**src/core/sgfl_consts.svh**
```systemverilog
/*
  Register map, field positions, reset values and timing counts for the
  switch global frame and lookup configuration bank.
  Assumes inclusion by its bare name from design files.
*/
`ifndef SGFL_CONSTS_SVH
`define SGFL_CONSTS_SVH

// Printed offsets are register indices (not all multiples of four)
`define SGFL_IDX_STA3 16'h0305
`define SGFL_IDX_STA4 16'h0306
`define SGFL_IDX_STA5 16'h0307
`define SGFL_IDX_MAXLEN 16'h0308
`define SGFL_IDX_PTAG 16'h030A
`define SGFL_IDX_RTAG 16'h030C
`define SGFL_IDX_SHAPER 16'h030E
`define SGFL_IDX_LKP0 16'h0310
// Upper station address bytes, chosen offset for this slice
`define SGFL_IDX_STAHI 16'h0302
// Status register of the bank, chosen offset
`define SGFL_IDX_STATUS 16'h0320

// Reset values
`define SGFL_RST_STA 8'hFF
`define SGFL_RST_STAHI 24'h00_10A1
`define SGFL_RST_MAXLEN 16'h07D0
`define SGFL_RST_PTAG 16'h9100
`define SGFL_RST_RTAG 16'h892F
`define SGFL_RST_SHAPER 2'b11
`define SGFL_RST_LKP0 8'h61

// Field positions and limits
`define SGFL_MAXLEN_MSB 13
`define SGFL_MAXLEN_JUMBO 14'h2328
`define SGFL_LKP_VLAN 7
`define SGFL_LKP_DROPVID 6
`define SGFL_LKP_AGE_MSB 5
`define SGFL_LKP_AGE_LSB 3
`define SGFL_LKP_RSVMC 2
`define SGFL_SHP_SHAPE 1
`define SGFL_SHP_POLICE 0
`define SGFL_HASH_CRC 2'b01
`define SGFL_HASH_XOR 2'b10

// Timing: register updates land one cycle after the write is taken
`define SGFL_CLK_NS 5
`define SGFL_PREAMBLE_IPG 8'h14

`endif

```
**src/core/sgfl_pkg.sv**
```systemverilog
/*
  Types shared by the configuration bank files.
  Assumes the constants header is available on the include path.
*/
package sgfl_pkg;
  typedef enum logic [1:0] {
    SGFL_HASH_DIRECT0,
    SGFL_HASH_CRC,
    SGFL_HASH_XOR,
    SGFL_HASH_DIRECT3
  } sgfl_hash_t;

  typedef struct packed {
    logic [47:0] stationAddr;
    logic [13:0] maxFrameLen;
    logic [15:0] providerTag;
    logic [15:0] ringTag;
    logic shapeFull;
    logic policeFull;
    logic vlanEnable;
    logic dropInvalidVid;
    logic [2:0] ageCount;
    logic rsvMcLookup;
    logic [1:0] tableHashSelect;
  } sgfl_cfg_t;
endpackage

```
**src/core/sgfl_cfg_if.sv**
```systemverilog
/*
  Carries the decoded configuration from the register bank to the lookup
  helper. Assumes one clock domain.
*/
`timescale 1ns/100ps
interface sgfl_cfg_if;
  import sgfl_pkg::*;
  sgfl_cfg_t cfg;
  modport bank (output cfg);
  modport user (input cfg);
endinterface // sgfl_cfg_if

```
**src/core/sgfl_lookup_index.sv**
```systemverilog
/*
  Table index calculation, frame length clamp and tag choice for one frame.
  Assumes the configuration is stable while a frame is processed.
*/
`timescale 1ns/100ps
`include "sgfl_consts.svh"
module sgfl_lookup_index
  import sgfl_pkg::*;
(
  sgfl_cfg_if.user cfgBus,
  input wire logic [47:0] destAddr,
  input wire logic [13:0] frameLen,
  input wire logic frameTagged,
  input wire logic [47:0] srcAddr,
  output logic [9:0] tableIndex,
  output logic [13:0] keptLen,
  output logic [15:0] defaultTag,
  output logic selfAddressed
);
  logic [9:0] crcIdx;
  logic [9:0] xorIdx;

  ////////////////////////////////////////////////////////////////////////
  // Hash folds: CRC-style feedback over the address, or plain XOR folding
  always_comb begin
    logic [9:0] c;
    c = 10'h3FF;
    for (int i = 0; i < 48; i++) begin
      c = {c[8:0], 1'b0} ^ ((c[9] ^ destAddr[i]) ? 10'h233 : 10'h000);
    end
    crcIdx = c;
    xorIdx = destAddr[9:0] ^ destAddr[19:10] ^ destAddr[29:20] ^ destAddr[39:30]
      ^ {2'b00, destAddr[47:40]};
  end

  // Index select, direct mapping for both 00 and 11
  always_comb begin
    unique case (sgfl_hash_t'(cfgBus.cfg.tableHashSelect))
      SGFL_HASH_CRC: tableIndex = crcIdx;
      SGFL_HASH_XOR: tableIndex = xorIdx;
      SGFL_HASH_DIRECT0,
      SGFL_HASH_DIRECT3: tableIndex = destAddr[9:0];
    endcase
  end

  // Oversized payloads are cut to the programmed maximum
  assign keptLen = (frameLen > cfgBus.cfg.maxFrameLen) ? cfgBus.cfg.maxFrameLen : frameLen;
  // Untagged frames take the provider tag type as default
  assign defaultTag = frameTagged ? cfgBus.cfg.ringTag : cfgBus.cfg.providerTag;
  assign selfAddressed = (srcAddr == cfgBus.cfg.stationAddr);
endmodule // sgfl_lookup_index

```
**src/core/sgfl_credit_calc.sv**
```systemverilog
/*
  Credit cost of one frame for the shaper and the policer.
  Assumes byte counts, with gap and preamble added as a fixed overhead.
*/
`timescale 1ns/100ps
`include "sgfl_consts.svh"
module sgfl_credit_calc
  import sgfl_pkg::*;
(
  sgfl_cfg_if.user cfgBus,
  input wire logic [13:0] dataBytes,
  output logic [14:0] shapeCost,
  output logic [14:0] policeCost
);
  ////////////////////////////////////////////////////////////////////////
  // Overhead is charged only when the full-accounting bit is set
  assign shapeCost = {1'b0, dataBytes}
    + (cfgBus.cfg.shapeFull ? {7'h00, `SGFL_PREAMBLE_IPG} : 15'h0000);
  assign policeCost = {1'b0, dataBytes}
    + (cfgBus.cfg.policeFull ? {7'h00, `SGFL_PREAMBLE_IPG} : 15'h0000);
endmodule // sgfl_credit_calc

```
**src/core/sgfl_bank.sv**
```systemverilog
/*
  Global frame and lookup configuration bank with AXI4-Lite slave.
  Assumes a single clock, asynchronous active-high reset, and a master that
  keeps at most one write and one read outstanding.
*/
// Implementation choice: register access over AXI4-Lite.
// Behaviour
// - Max frame length is bits 13:0, resets to 2000; longer payloads are truncated.
// - Max frame length accepts values up to 9000 for jumbo frames.
// - Provider tag type resets 0x9100; default for untagged and outer tag (tagged frames here get the ring tag type).
// - Ring tag type resets 0x892F and identifies ring-redundancy frames.
// - Shaper bit 1: 1 charges data plus gap and preamble, 0 data only.
// - Policer bit 0: 1 charges data plus gap and preamble, 0 data only.
// - Lookup bit 7 enables VLAN mode, resets to 0.
// - Lookup bit 6 resets 1: drop invalid VID, else forward to host.
// - Unknown-VLAN forwarding, when enabled, overrides the invalid VID drop.
// - Age count bits 5:3 reset to 100 and load into updated entries.
// - Aging time comes from age count together with the age period.
// - Lookup bit 2 enables the reserved multicast table, resets to 0.
// - Hash select 00 or 11 indexes directly by ten low address bits.
// - Hash select resets to 01; 01 is CRC hash, 10 is XOR hash.
// - Six station bytes form the own address for pause and self-filtering.
`timescale 1ns/100ps
`include "sgfl_consts.svh"
module sgfl_bank
  import sgfl_pkg::*;
(
  input wire logic clk,
  input wire logic rst,
  input wire logic [17:0] s_axi_awaddr,
  input wire logic s_axi_awvalid,
  output logic s_axi_awready,
  input wire logic [31:0] s_axi_wdata,
  input wire logic [3:0] s_axi_wstrb,
  input wire logic s_axi_wvalid,
  output logic s_axi_wready,
  output logic [1:0] s_axi_bresp,
  output logic s_axi_bvalid,
  input wire logic s_axi_bready,
  input wire logic [17:0] s_axi_araddr,
  input wire logic s_axi_arvalid,
  output logic s_axi_arready,
  output logic [31:0] s_axi_rdata,
  output logic [1:0] s_axi_rresp,
  output logic s_axi_rvalid,
  input wire logic s_axi_rready,
  input wire logic [47:0] destAddr,
  input wire logic [47:0] srcAddr,
  input wire logic [13:0] frameLen,
  input wire logic frameTagged,
  input wire logic frameValid,
  input wire logic invalidVid,
  input wire logic unknownVidFwd,
  input wire logic entryUpdate,
  input wire logic [7:0] agePeriod,
  output logic [9:0] tableIndex,
  output logic [13:0] keptLen,
  output logic [15:0] frameTagType,
  output logic [14:0] shapeCost,
  output logic [14:0] policeCost,
  output logic frameDrop,
  output logic toHostPort,
  output logic selfDrop,
  output logic [2:0] entryAgeCount,
  output logic [10:0] agingTime,
  output logic vlanMode,
  output logic rsvMcEnable
);
  typedef struct packed {
    sgfl_cfg_t cfg;
    logic [15:0] maxLenRaw;
    logic [17:0] awAddr;
    logic awHeld;
    logic [31:0] wData;
    logic [3:0] wStrb;
    logic wHeld;
    logic bValid;
    logic [1:0] bResp;
    logic rValid;
    logic [31:0] rData;
    logic [1:0] rResp;
    logic awRdy;
    logic wRdy;
    logic arRdy;
    logic [9:0] tableIndex;
    logic [13:0] keptLen;
    logic [15:0] frameTagType;
    logic [14:0] shapeCost;
    logic [14:0] policeCost;
    logic frameDrop;
    logic toHostPort;
    logic selfDrop;
    logic [2:0] entryAgeCount;
    logic [10:0] agingTime;
    logic [9:0] framesSeen;
  } sgfl_state_t;

  sgfl_state_t state_r;
  sgfl_state_t state_nxt;
  sgfl_cfg_if cfgBus();
  logic [9:0] idxComb;
  logic [13:0] lenComb;
  logic [15:0] tagComb;
  logic selfComb;
  logic [14:0] shapeComb;
  logic [14:0] policeComb;

  assign cfgBus.cfg = state_r.cfg;

  ////////////////////////////////////////////////////////////////////////
  // Datapath helpers
  sgfl_lookup_index lookupIdx (
    .cfgBus(cfgBus.user),
    .destAddr(destAddr),
    .frameLen(frameLen),
    .frameTagged(frameTagged),
    .srcAddr(srcAddr),
    .tableIndex(idxComb),
    .keptLen(lenComb),
    .defaultTag(tagComb),
    .selfAddressed(selfComb)
  );

  sgfl_credit_calc creditCalc (
    .cfgBus(cfgBus.user),
    .dataBytes(lenComb),
    .shapeCost(shapeComb),
    .policeCost(policeComb)
  );

  ////////////////////////////////////////////////////////////////////////
  // Register read mux, index is byte address divided by four
  function automatic logic [32:0] readReg(input sgfl_state_t s, input logic [15:0] idx);
    logic [32:0] v;
    v = {1'b0, 32'h0000_0000};
    unique case (idx)
      `SGFL_IDX_STA3: v[7:0] = s.cfg.stationAddr[23:16];
      `SGFL_IDX_STA4: v[7:0] = s.cfg.stationAddr[15:8];
      `SGFL_IDX_STA5: v[7:0] = s.cfg.stationAddr[7:0];
      `SGFL_IDX_STAHI: v[23:0] = s.cfg.stationAddr[47:24];
      `SGFL_IDX_MAXLEN: v[15:0] = s.maxLenRaw;
      `SGFL_IDX_PTAG: v[15:0] = s.cfg.providerTag;
      `SGFL_IDX_RTAG: v[15:0] = s.cfg.ringTag;
      `SGFL_IDX_SHAPER: v[1:0] = {s.cfg.shapeFull, s.cfg.policeFull};
      `SGFL_IDX_LKP0: v[7:0] = {s.cfg.vlanEnable, s.cfg.dropInvalidVid, s.cfg.ageCount,
        s.cfg.rsvMcLookup, s.cfg.tableHashSelect};
      `SGFL_IDX_STATUS: v[9:0] = s.framesSeen;
      default: v[32] = 1'b1;
    endcase
    return v;
  endfunction

  ////////////////////////////////////////////////////////////////////////
  // Next-state logic: bus slave, register writes and frame decisions
  always_comb begin
    logic [15:0] wIdx;
    logic [31:0] wd;
    logic [32:0] rd;
    logic doWrite;
    wIdx = 16'h0000;
    wd = 32'h0000_0000;
    rd = 33'h0_0000_0000;
    doWrite = 1'b0;
    state_nxt = state_r;

    // Address and data are latched independently, in either order
    if (s_axi_awvalid && !state_r.awHeld) begin
      state_nxt.awAddr = s_axi_awaddr;
      state_nxt.awHeld = 1'b1;
    end
    if (s_axi_wvalid && !state_r.wHeld) begin
      state_nxt.wData = s_axi_wdata;
      state_nxt.wStrb = s_axi_wstrb;
      state_nxt.wHeld = 1'b1;
    end
    if (s_axi_bvalid && s_axi_bready) begin
      state_nxt.bValid = 1'b0;
    end

    // Commit once both halves are in and no response is pending
    if (state_r.awHeld && state_r.wHeld && !state_r.bValid) begin
      doWrite = 1'b1;
      wIdx = state_r.awAddr[17:2];
      wd = state_r.wData;
      state_nxt.awHeld = 1'b0;
      state_nxt.wHeld = 1'b0;
      state_nxt.bValid = 1'b1;
      state_nxt.bResp = (readReg(state_r, wIdx) >> 32 != 33'h0) ? 2'b10 : 2'b00;
    end

    // Byte lanes gate each field; narrow registers use the low lanes only
    if (doWrite) begin
      unique case (wIdx)
        `SGFL_IDX_STA3: if (state_r.wStrb[0]) state_nxt.cfg.stationAddr[23:16] = wd[7:0];
        `SGFL_IDX_STA4: if (state_r.wStrb[0]) state_nxt.cfg.stationAddr[15:8] = wd[7:0];
        `SGFL_IDX_STA5: if (state_r.wStrb[0]) state_nxt.cfg.stationAddr[7:0] = wd[7:0];
        `SGFL_IDX_STAHI: begin
          for (int b = 0; b < 3; b++) begin
            if (state_r.wStrb[b]) state_nxt.cfg.stationAddr[24 + 8*b +: 8] = wd[8*b +: 8];
          end
        end
        `SGFL_IDX_MAXLEN: begin
          for (int b = 0; b < 2; b++) begin
            if (state_r.wStrb[b]) state_nxt.maxLenRaw[8*b +: 8] = wd[8*b +: 8];
          end
        end
        `SGFL_IDX_PTAG: begin
          for (int b = 0; b < 2; b++) begin
            if (state_r.wStrb[b]) state_nxt.cfg.providerTag[8*b +: 8] = wd[8*b +: 8];
          end
        end
        `SGFL_IDX_RTAG: begin
          for (int b = 0; b < 2; b++) begin
            if (state_r.wStrb[b]) state_nxt.cfg.ringTag[8*b +: 8] = wd[8*b +: 8];
          end
        end
        `SGFL_IDX_SHAPER: begin
          if (state_r.wStrb[0]) begin
            state_nxt.cfg.shapeFull = wd[`SGFL_SHP_SHAPE];
            state_nxt.cfg.policeFull = wd[`SGFL_SHP_POLICE];
          end
        end
        `SGFL_IDX_LKP0: begin
          if (state_r.wStrb[0]) begin
            state_nxt.cfg.vlanEnable = wd[`SGFL_LKP_VLAN];
            state_nxt.cfg.dropInvalidVid = wd[`SGFL_LKP_DROPVID];
            state_nxt.cfg.ageCount = wd[`SGFL_LKP_AGE_MSB:`SGFL_LKP_AGE_LSB];
            state_nxt.cfg.rsvMcLookup = wd[`SGFL_LKP_RSVMC];
            state_nxt.cfg.tableHashSelect = wd[1:0];
          end
        end
        default: ;
      endcase
    end
    // The length field tracks the low bits of the raw word
    state_nxt.cfg.maxFrameLen = state_nxt.maxLenRaw[`SGFL_MAXLEN_MSB:0];

    // Read channel: one read answered at a time
    if (s_axi_rvalid && s_axi_rready) begin
      state_nxt.rValid = 1'b0;
    end
    if (s_axi_arvalid && !state_r.rValid) begin
      rd = readReg(state_r, s_axi_araddr[17:2]);
      state_nxt.rData = rd[31:0];
      state_nxt.rResp = rd[32] ? 2'b10 : 2'b00;
      state_nxt.rValid = 1'b1;
    end

    // Per-frame decisions, registered so outputs come from flip-flops
    if (frameValid) begin
      state_nxt.tableIndex = idxComb;
      state_nxt.keptLen = lenComb;
      state_nxt.frameTagType = tagComb;
      state_nxt.shapeCost = shapeComb;
      state_nxt.policeCost = policeComb;
      // Unknown-VLAN forwarding wins over the drop bit
      state_nxt.frameDrop = state_r.cfg.vlanEnable && invalidVid && !unknownVidFwd
        && state_r.cfg.dropInvalidVid;
      state_nxt.toHostPort = state_r.cfg.vlanEnable && invalidVid && !unknownVidFwd
        && !state_r.cfg.dropInvalidVid;
      state_nxt.selfDrop = selfComb;
      state_nxt.framesSeen = state_r.framesSeen + 10'h001;
    end
    if (entryUpdate) begin
      state_nxt.entryAgeCount = state_r.cfg.ageCount;
    end
    // Aging time is age count times age period
    state_nxt.agingTime = 11'(state_r.cfg.ageCount) * 11'(agePeriod);
    // Readies are flops of their own so that no gate sits behind the ports
    state_nxt.awRdy = !state_nxt.awHeld;
    state_nxt.wRdy = !state_nxt.wHeld;
    state_nxt.arRdy = !state_nxt.rValid;
  end

  ////////////////////////////////////////////////////////////////////////
  // State register
  always_ff @(posedge clk or posedge rst) begin
    if (rst) begin
      state_r <= '0;
      state_r.awRdy <= 1'b1;
      state_r.wRdy <= 1'b1;
      state_r.arRdy <= 1'b1;
      state_r.cfg.stationAddr <= {`SGFL_RST_STAHI, {3{`SGFL_RST_STA}}};
      state_r.maxLenRaw <= `SGFL_RST_MAXLEN;
      state_r.cfg.maxFrameLen <= 14'(`SGFL_RST_MAXLEN);
      state_r.cfg.providerTag <= `SGFL_RST_PTAG;
      state_r.cfg.ringTag <= `SGFL_RST_RTAG;
      {state_r.cfg.shapeFull, state_r.cfg.policeFull} <= `SGFL_RST_SHAPER;
      {state_r.cfg.vlanEnable, state_r.cfg.dropInvalidVid, state_r.cfg.ageCount,
        state_r.cfg.rsvMcLookup, state_r.cfg.tableHashSelect} <= `SGFL_RST_LKP0;
    end else begin
      state_r <= state_nxt;
    end
  end

  // Outputs straight from the state register
  assign s_axi_awready = state_r.awRdy;
  assign s_axi_wready = state_r.wRdy;
  assign s_axi_bvalid = state_r.bValid;
  assign s_axi_bresp = state_r.bResp;
  assign s_axi_arready = state_r.arRdy;
  assign s_axi_rvalid = state_r.rValid;
  assign s_axi_rdata = state_r.rData;
  assign s_axi_rresp = state_r.rResp;
  assign tableIndex = state_r.tableIndex;
  assign keptLen = state_r.keptLen;
  assign frameTagType = state_r.frameTagType;
  assign shapeCost = state_r.shapeCost;
  assign policeCost = state_r.policeCost;
  assign frameDrop = state_r.frameDrop;
  assign toHostPort = state_r.toHostPort;
  assign selfDrop = state_r.selfDrop;
  assign entryAgeCount = state_r.entryAgeCount;
  assign agingTime = state_r.agingTime;
  assign vlanMode = state_r.cfg.vlanEnable;
  assign rsvMcEnable = state_r.cfg.rsvMcLookup;

  ////////////////////////////////////////////////////////////////////////
  // Checks
  trunc_len_a: assert property (@(posedge clk) disable iff (rst)
    frameValid |=> keptLen <= $past(state_r.cfg.maxFrameLen))
    else $error("kept length above maximum");
  jumbo_len_a: assert property (@(posedge clk) disable iff (rst)
    frameValid && frameLen == `SGFL_MAXLEN_JUMBO && state_r.cfg.maxFrameLen == `SGFL_MAXLEN_JUMBO
    |=> keptLen == `SGFL_MAXLEN_JUMBO)
    else $error("jumbo frame not passed");
  untag_type_a: assert property (@(posedge clk) disable iff (rst)
    frameValid && !frameTagged |=> frameTagType == $past(state_r.cfg.providerTag))
    else $error("untagged frame lacks provider tag type");
  shape_cost_a: assert property (@(posedge clk) disable iff (rst)
    frameValid && !state_r.cfg.shapeFull |=> shapeCost == {1'b0, keptLen})
    else $error("shaper charged overhead in data-only mode");
  police_cost_a: assert property (@(posedge clk) disable iff (rst)
    frameValid && state_r.cfg.policeFull |=> policeCost == {1'b0, keptLen} + 15'h0014)
    else $error("policer overhead missing");
  vid_drop_a: assert property (@(posedge clk) disable iff (rst)
    frameValid && unknownVidFwd |=> !frameDrop && !toHostPort)
    else $error("invalid VID drop overrode unknown forwarding");
  age_load_a: assert property (@(posedge clk) disable iff (rst)
    entryUpdate |=> entryAgeCount == $past(state_r.cfg.ageCount))
    else $error("age count not loaded");
  direct_idx_a: assert property (@(posedge clk) disable iff (rst)
    frameValid && state_r.cfg.tableHashSelect inside {2'b00, 2'b11}
    |=> tableIndex == $past(destAddr[9:0]))
    else $error("direct index wrong");
  wr_resp_a: assert property (@(posedge clk) disable iff (rst)
    state_r.awHeld && state_r.wHeld && !state_r.bValid |=> s_axi_bvalid)
    else $error("write response late");
endmodule // sgfl_bank

```
**config.mk**
```make
export PLATFORM = sky130hd
export DESIGN_NAME = sgfl_bank
export DESIGN_NICKNAME = d
export VERILOG_FILES = /design/src/core/sgfl_pkg.sv /design/src/core/sgfl_cfg_if.sv /design/src/core/sgfl_lookup_index.sv /design/src/core/sgfl_credit_calc.sv /design/src/core/sgfl_bank.sv
export VERILOG_INCLUDE_DIRS = /design/src /design/src/core
export SDC_FILE = /design/constraint.sdc
export NUM_CORES = 1
export LEC_CHECK = 0
export CAP_MARGIN = 20
export CORE_MARGIN = 1
export CORE_UTILIZATION = 30
export DETAILED_ROUTE_END_ITERATION = 16
export DONT_BUFFER_PORTS = 1
export GPL_ROUTABILITY_DRIVEN = 0
export GPL_TIMING_DRIVEN = 0
export HOLD_SLACK_MARGIN = 0.06
export MAX_ROUTING_LAYER = met4
export PLACE_DENSITY = 0.42
export SLEW_MARGIN = 20
export SYNTH_ARGS = -nofsm -noshare
export SYNTH_HDL_FRONTEND = slang
export SYNTH_SLANG_ARGS = --single-unit
```
**constraint.sdc**
```tcl
create_clock -name clk -period 13.49 [get_ports clk]
set_input_delay 3.3725 -clock clk [delete_from_list [all_inputs] [get_ports clk]]
set_output_delay 3.3725 -clock clk [all_outputs]
set_load 0.01 [all_outputs]
```
==> qor.tcl <==
set qor(io_pins) 332
set qor(dieHeight_um) 232
set qor(route.met2.wl_um) 24200
set qor(final_cells) 2296
set qor(finalCriticalPeriod_ns) 7.10
set qor(proportion_of_register_bits_with_asynchronous_set_or_reset_after_synthesis_pct) 100
set qor(start_util_pct) 30.7
set qor(count_of_placed_standard_cells_including_taps) 2227
set qor(antenna_left) 0
set qor(synth_top_cells_by_area) {dfrtp_1 (35%), mux2_2 (9.4%), dfstp_2 (8.8%), xnor2_1 (7.7%), buf_4 (5.7%)}
set qor(post_route_cells_drive_above_1_share_pct) 24.1
set qor(post-route-period-util_pct) 52.6
set qor(synthesis_to_layout_area_growth_pct) 14.0
set qor(cts_setup_buffers) 0
set qor(die_area_sq_mm) 0.0539
set qor(hold_fix_buffer_count_after_cts) 0
set qor(ys_types) 64
set qor(avgRoutedWirePerCell_um) 22.4
set qor(antenna_violations_before_repair) 6
set qor(track_usage_pct) 19.7
set qor(detailedRoute.firstIterationViolations) 524
set qor(critical_path.max_fanout) 10
set qor(critPathTopFamily) {compound AO/OA/AOI/OAI gates}
set qor(floorplan.rows) 83
set qor(clk_latency_ns) 0.55
set qor(cpMaxStageDelayCell) {a21oi_1}
set qor(place.detailed.hpwl_um) 40600
set qor(power_density_mw_per_mm2) 152
set qor(dominant_cell_by_count_in_the_synthesized_netlist) {dfrtp_1}
set qor(grt_first_pass_wirelength_um) 76400
set qor(ctsLongestPathBuffers) 3
set qor(design.final.nets) 1826
set qor(synth-seq-area-share_pct) 43.7
set qor(timing.critical_path.arrival_ns) 7.54
set qor(ctsRootBufferMaster) {clkbuf_16}
set qor(worstMarginPinSlew_ns) 1.15
set qor(power.static_leakage_nw) 7.82
set qor(wirelength_met1_um) 22000
set qor(cts.repair.resized) 0
set qor(total_power_mw) 2.76
set qor(ys_dominant_reg_cell) {dfrtp_1}
set qor(synthCells) 1532
set qor(slew_viol_final) 0
set qor(tritoncts) {yes}
set qor(tritoncts_num_sinks) 275
set qor(worst_setup_hold_path_clk_slew_ns) 0.06
set qor(yosys-top-cells-count) {dfrtp_1 (222), nand2_1 (154), xnor2_1 (139), mux2_2 (132), buf_4 (120)}
set qor(drt_first_pass_iters) 5
set qor(numCtsBuffers) 35
set qor(critical-path-max-stage-delay_ns) 0.48
set qor(design.core.area_sq_mm) 0.0518
set qor(grt_max_degree) 84
set qor(setup_slack_ns) 6.39
set qor(die_x_um) 232
set qor(drcViolationCount) 0
set qor(first_global_vias) 11809
set qor(required_ns) 13.93
set qor(synth_warnings) 0
set qor(grt_setup_unrepaired) {false}
set qor(post-route-util_pct) 35.0
set qor(grt_overflow_total) 0
set qor(timing.critical_path.cells) {ha_1, a21o_1, a21o_1, a21o_1, a21oi_1, o221ai_1, nand2_1, clkbuf_1, clkbuf_1, o21ai_0, ha_1, ha_1, a21oi_1, nor3_1, xnor2_1, mux2_2}
set qor(worstHoldPathType) {reg2reg}
set qor(slew-limit-headroom_pct) 23.4
set qor(vias_per_cell) 4.85
set qor(finalHoldViolations) 0
set qor(post_synth_instance_area_sq_mm) 0.0159
set qor(count_of_maximum_capacitance_violations) 0
set qor(path_class) {in2reg}
set qor(highest_layer) {met4}
set qor(endpoint_kind) {register}
set qor(result_of_the_run) {completed}
set qor(place_worst_setup_slack_ns) 5.88
set qor(vdd_ir_drop_max_mv) 0.105
set qor(setup_viol) 0
set qor(synth_edf_count) 0
set qor(wl_met3_um) 4070
set qor(wl_um) 51400
set qor(critical_path.n_buffers_inverters) 2
set qor(synth.avg_cell_area_sq_um) 10.4
set qor(fmaxAchievable_mhz) 141
set qor(finalClockSkew_ns) 0.0211
set qor(netlist.top_cell.by_area) {dfrtp_1}
set qor(yosys_register_bits) 275
set qor(n_fill_cell) 5276
set qor(category_of_the_worst_setup_path_launch_point) {input pin}
set qor(buffer_ports.inserted) 0
set qor(num_vias) 11142
set qor(ctsHtreeMaxLevel) 2
set qor(yosys.area.top_type_share_pct) 34.9
power by group:
part | internal (mW) | switching [mW]
combinational | 0.353 | 0.370
sequential | 0.931 | 0.134
clock | 0.597 | 0.379
total | 1.88 | 0.882
cell usage in the layout, fill, tap and decap left out, types with 7 or more instances in the layout:
master / Yosys / layout
a22o_1: 10 / 10
conb_1: 1 / 10
buf_4: 120 / 123
nand3_1: 15 / 15
dfrtp_1: 222 / 222
clkbuf_1: 48 / 57
inv_1: 64 / 63
mux2_2: 132 / 132
fa_1: 7 / 7
mux2i_1: 42 / 42
nor2_1: 75 / 75
xnor3_1: 8 / 8
nor4_1: 12 / 11
xnor2_1: 139 / 139
a222oi_1: 8 / 8
clkbuf_16: 0 / 36
a21oi_1: 58 / 58
o21ai_0: 105 / 105
nand4_1: 14 / 14
ha_1: 33 / 33
nor3_1: 27 / 25
xor2_1: 48 / 48
xnor2_2: 7 / 7
a21o_1: 20 / 20
nand2_1: 154 / 154
dfstp_2: 53 / 53
o22ai_1: 10 / 10
a2111oi_0: 7 / 7
layout make-up:
cell class                      count  area, sq um  share of cell area (%)
Antenna cell                        6         15.0                  0.0828
Timing Repair Buffer                6          105                   0.580
Clock inverter                     13          186                    1.03
Tap cell                          680          851                    4.69
Sequential cell                   275         6950                    38.3
Clock buffer                       50         1000                    5.54
Buffer                            175         1110                    6.12
Inverter                           65          251                    1.39
Multi-Input combinational cell   1026         7660                    42.2
worst min-delay path: stages, from the launching register on:
cell,delay (ns)
dfrtp_1,0.34
nand2_1,0.04
o21ai_0,0.06
flip-flops by register name, summed over array words and instances, names as in the netlist, 3 cells and up:
register and cells:
policeCost 13, entryAgeCount 3, agingTime 11, s_axi_rdata 24
cfgBus.cfg 88, keptLen 14, tableIndex 10, state_r 71
frameTagType 16, shapeCost 13
cells by family after synthesis:
logic type                 synth area share (%)
adders and majority gates                  3.48
and+or+nand+nor                            9.30
buffers and inverters                      8.51
AOI/OAI and AO/OA                          10.3
DFF                                        43.7
muxes                                      12.0
xor gates and xnor gates                   12.7
other                                    0.0236
metal layers:
metal | track usage (%) | vias to the layer above
met5 | - | -
met4 | 5.32 | 0
met3 | 6.25 | 56
met2 | 30.9 | 312
met1 | 24.3 | 5491
li1 | - | 5283
final timing paths:
check / startpoint / slack, ns / depth (start not counted) / end
max in group asynchronous: rst / 9.62 / 3 / cfgBus.cfg[15]
worst max-delay path: frameLen[7] / 6.39 / 16 / policeCost[8]
worst min-delay path: s_axi_rdata[3] / 0.47 / 2 / s_axi_rdata[3]
worst min register to register: s_axi_rdata[3] / 0.47 / 2 / s_axi_rdata[3]
min in group asynchronous: rst / 2.68 / 1 / s_axi_rdata[11]
worst max register to register: state_r[201] / 8.58 / 17 / policeCost[8]
through the flow:
step                setup TNS (ns)  area [sq um]  hold slack [ns]
floorplan                        0         15900            0.445
global placement           -266.33         16800            0.463
detailed placement               0         16900            0.472
CTS                              0         18100            0.485
global route                     0         18100            0.501
finish                           0         18100            0.475
Power figures use the tool's default switching activity.
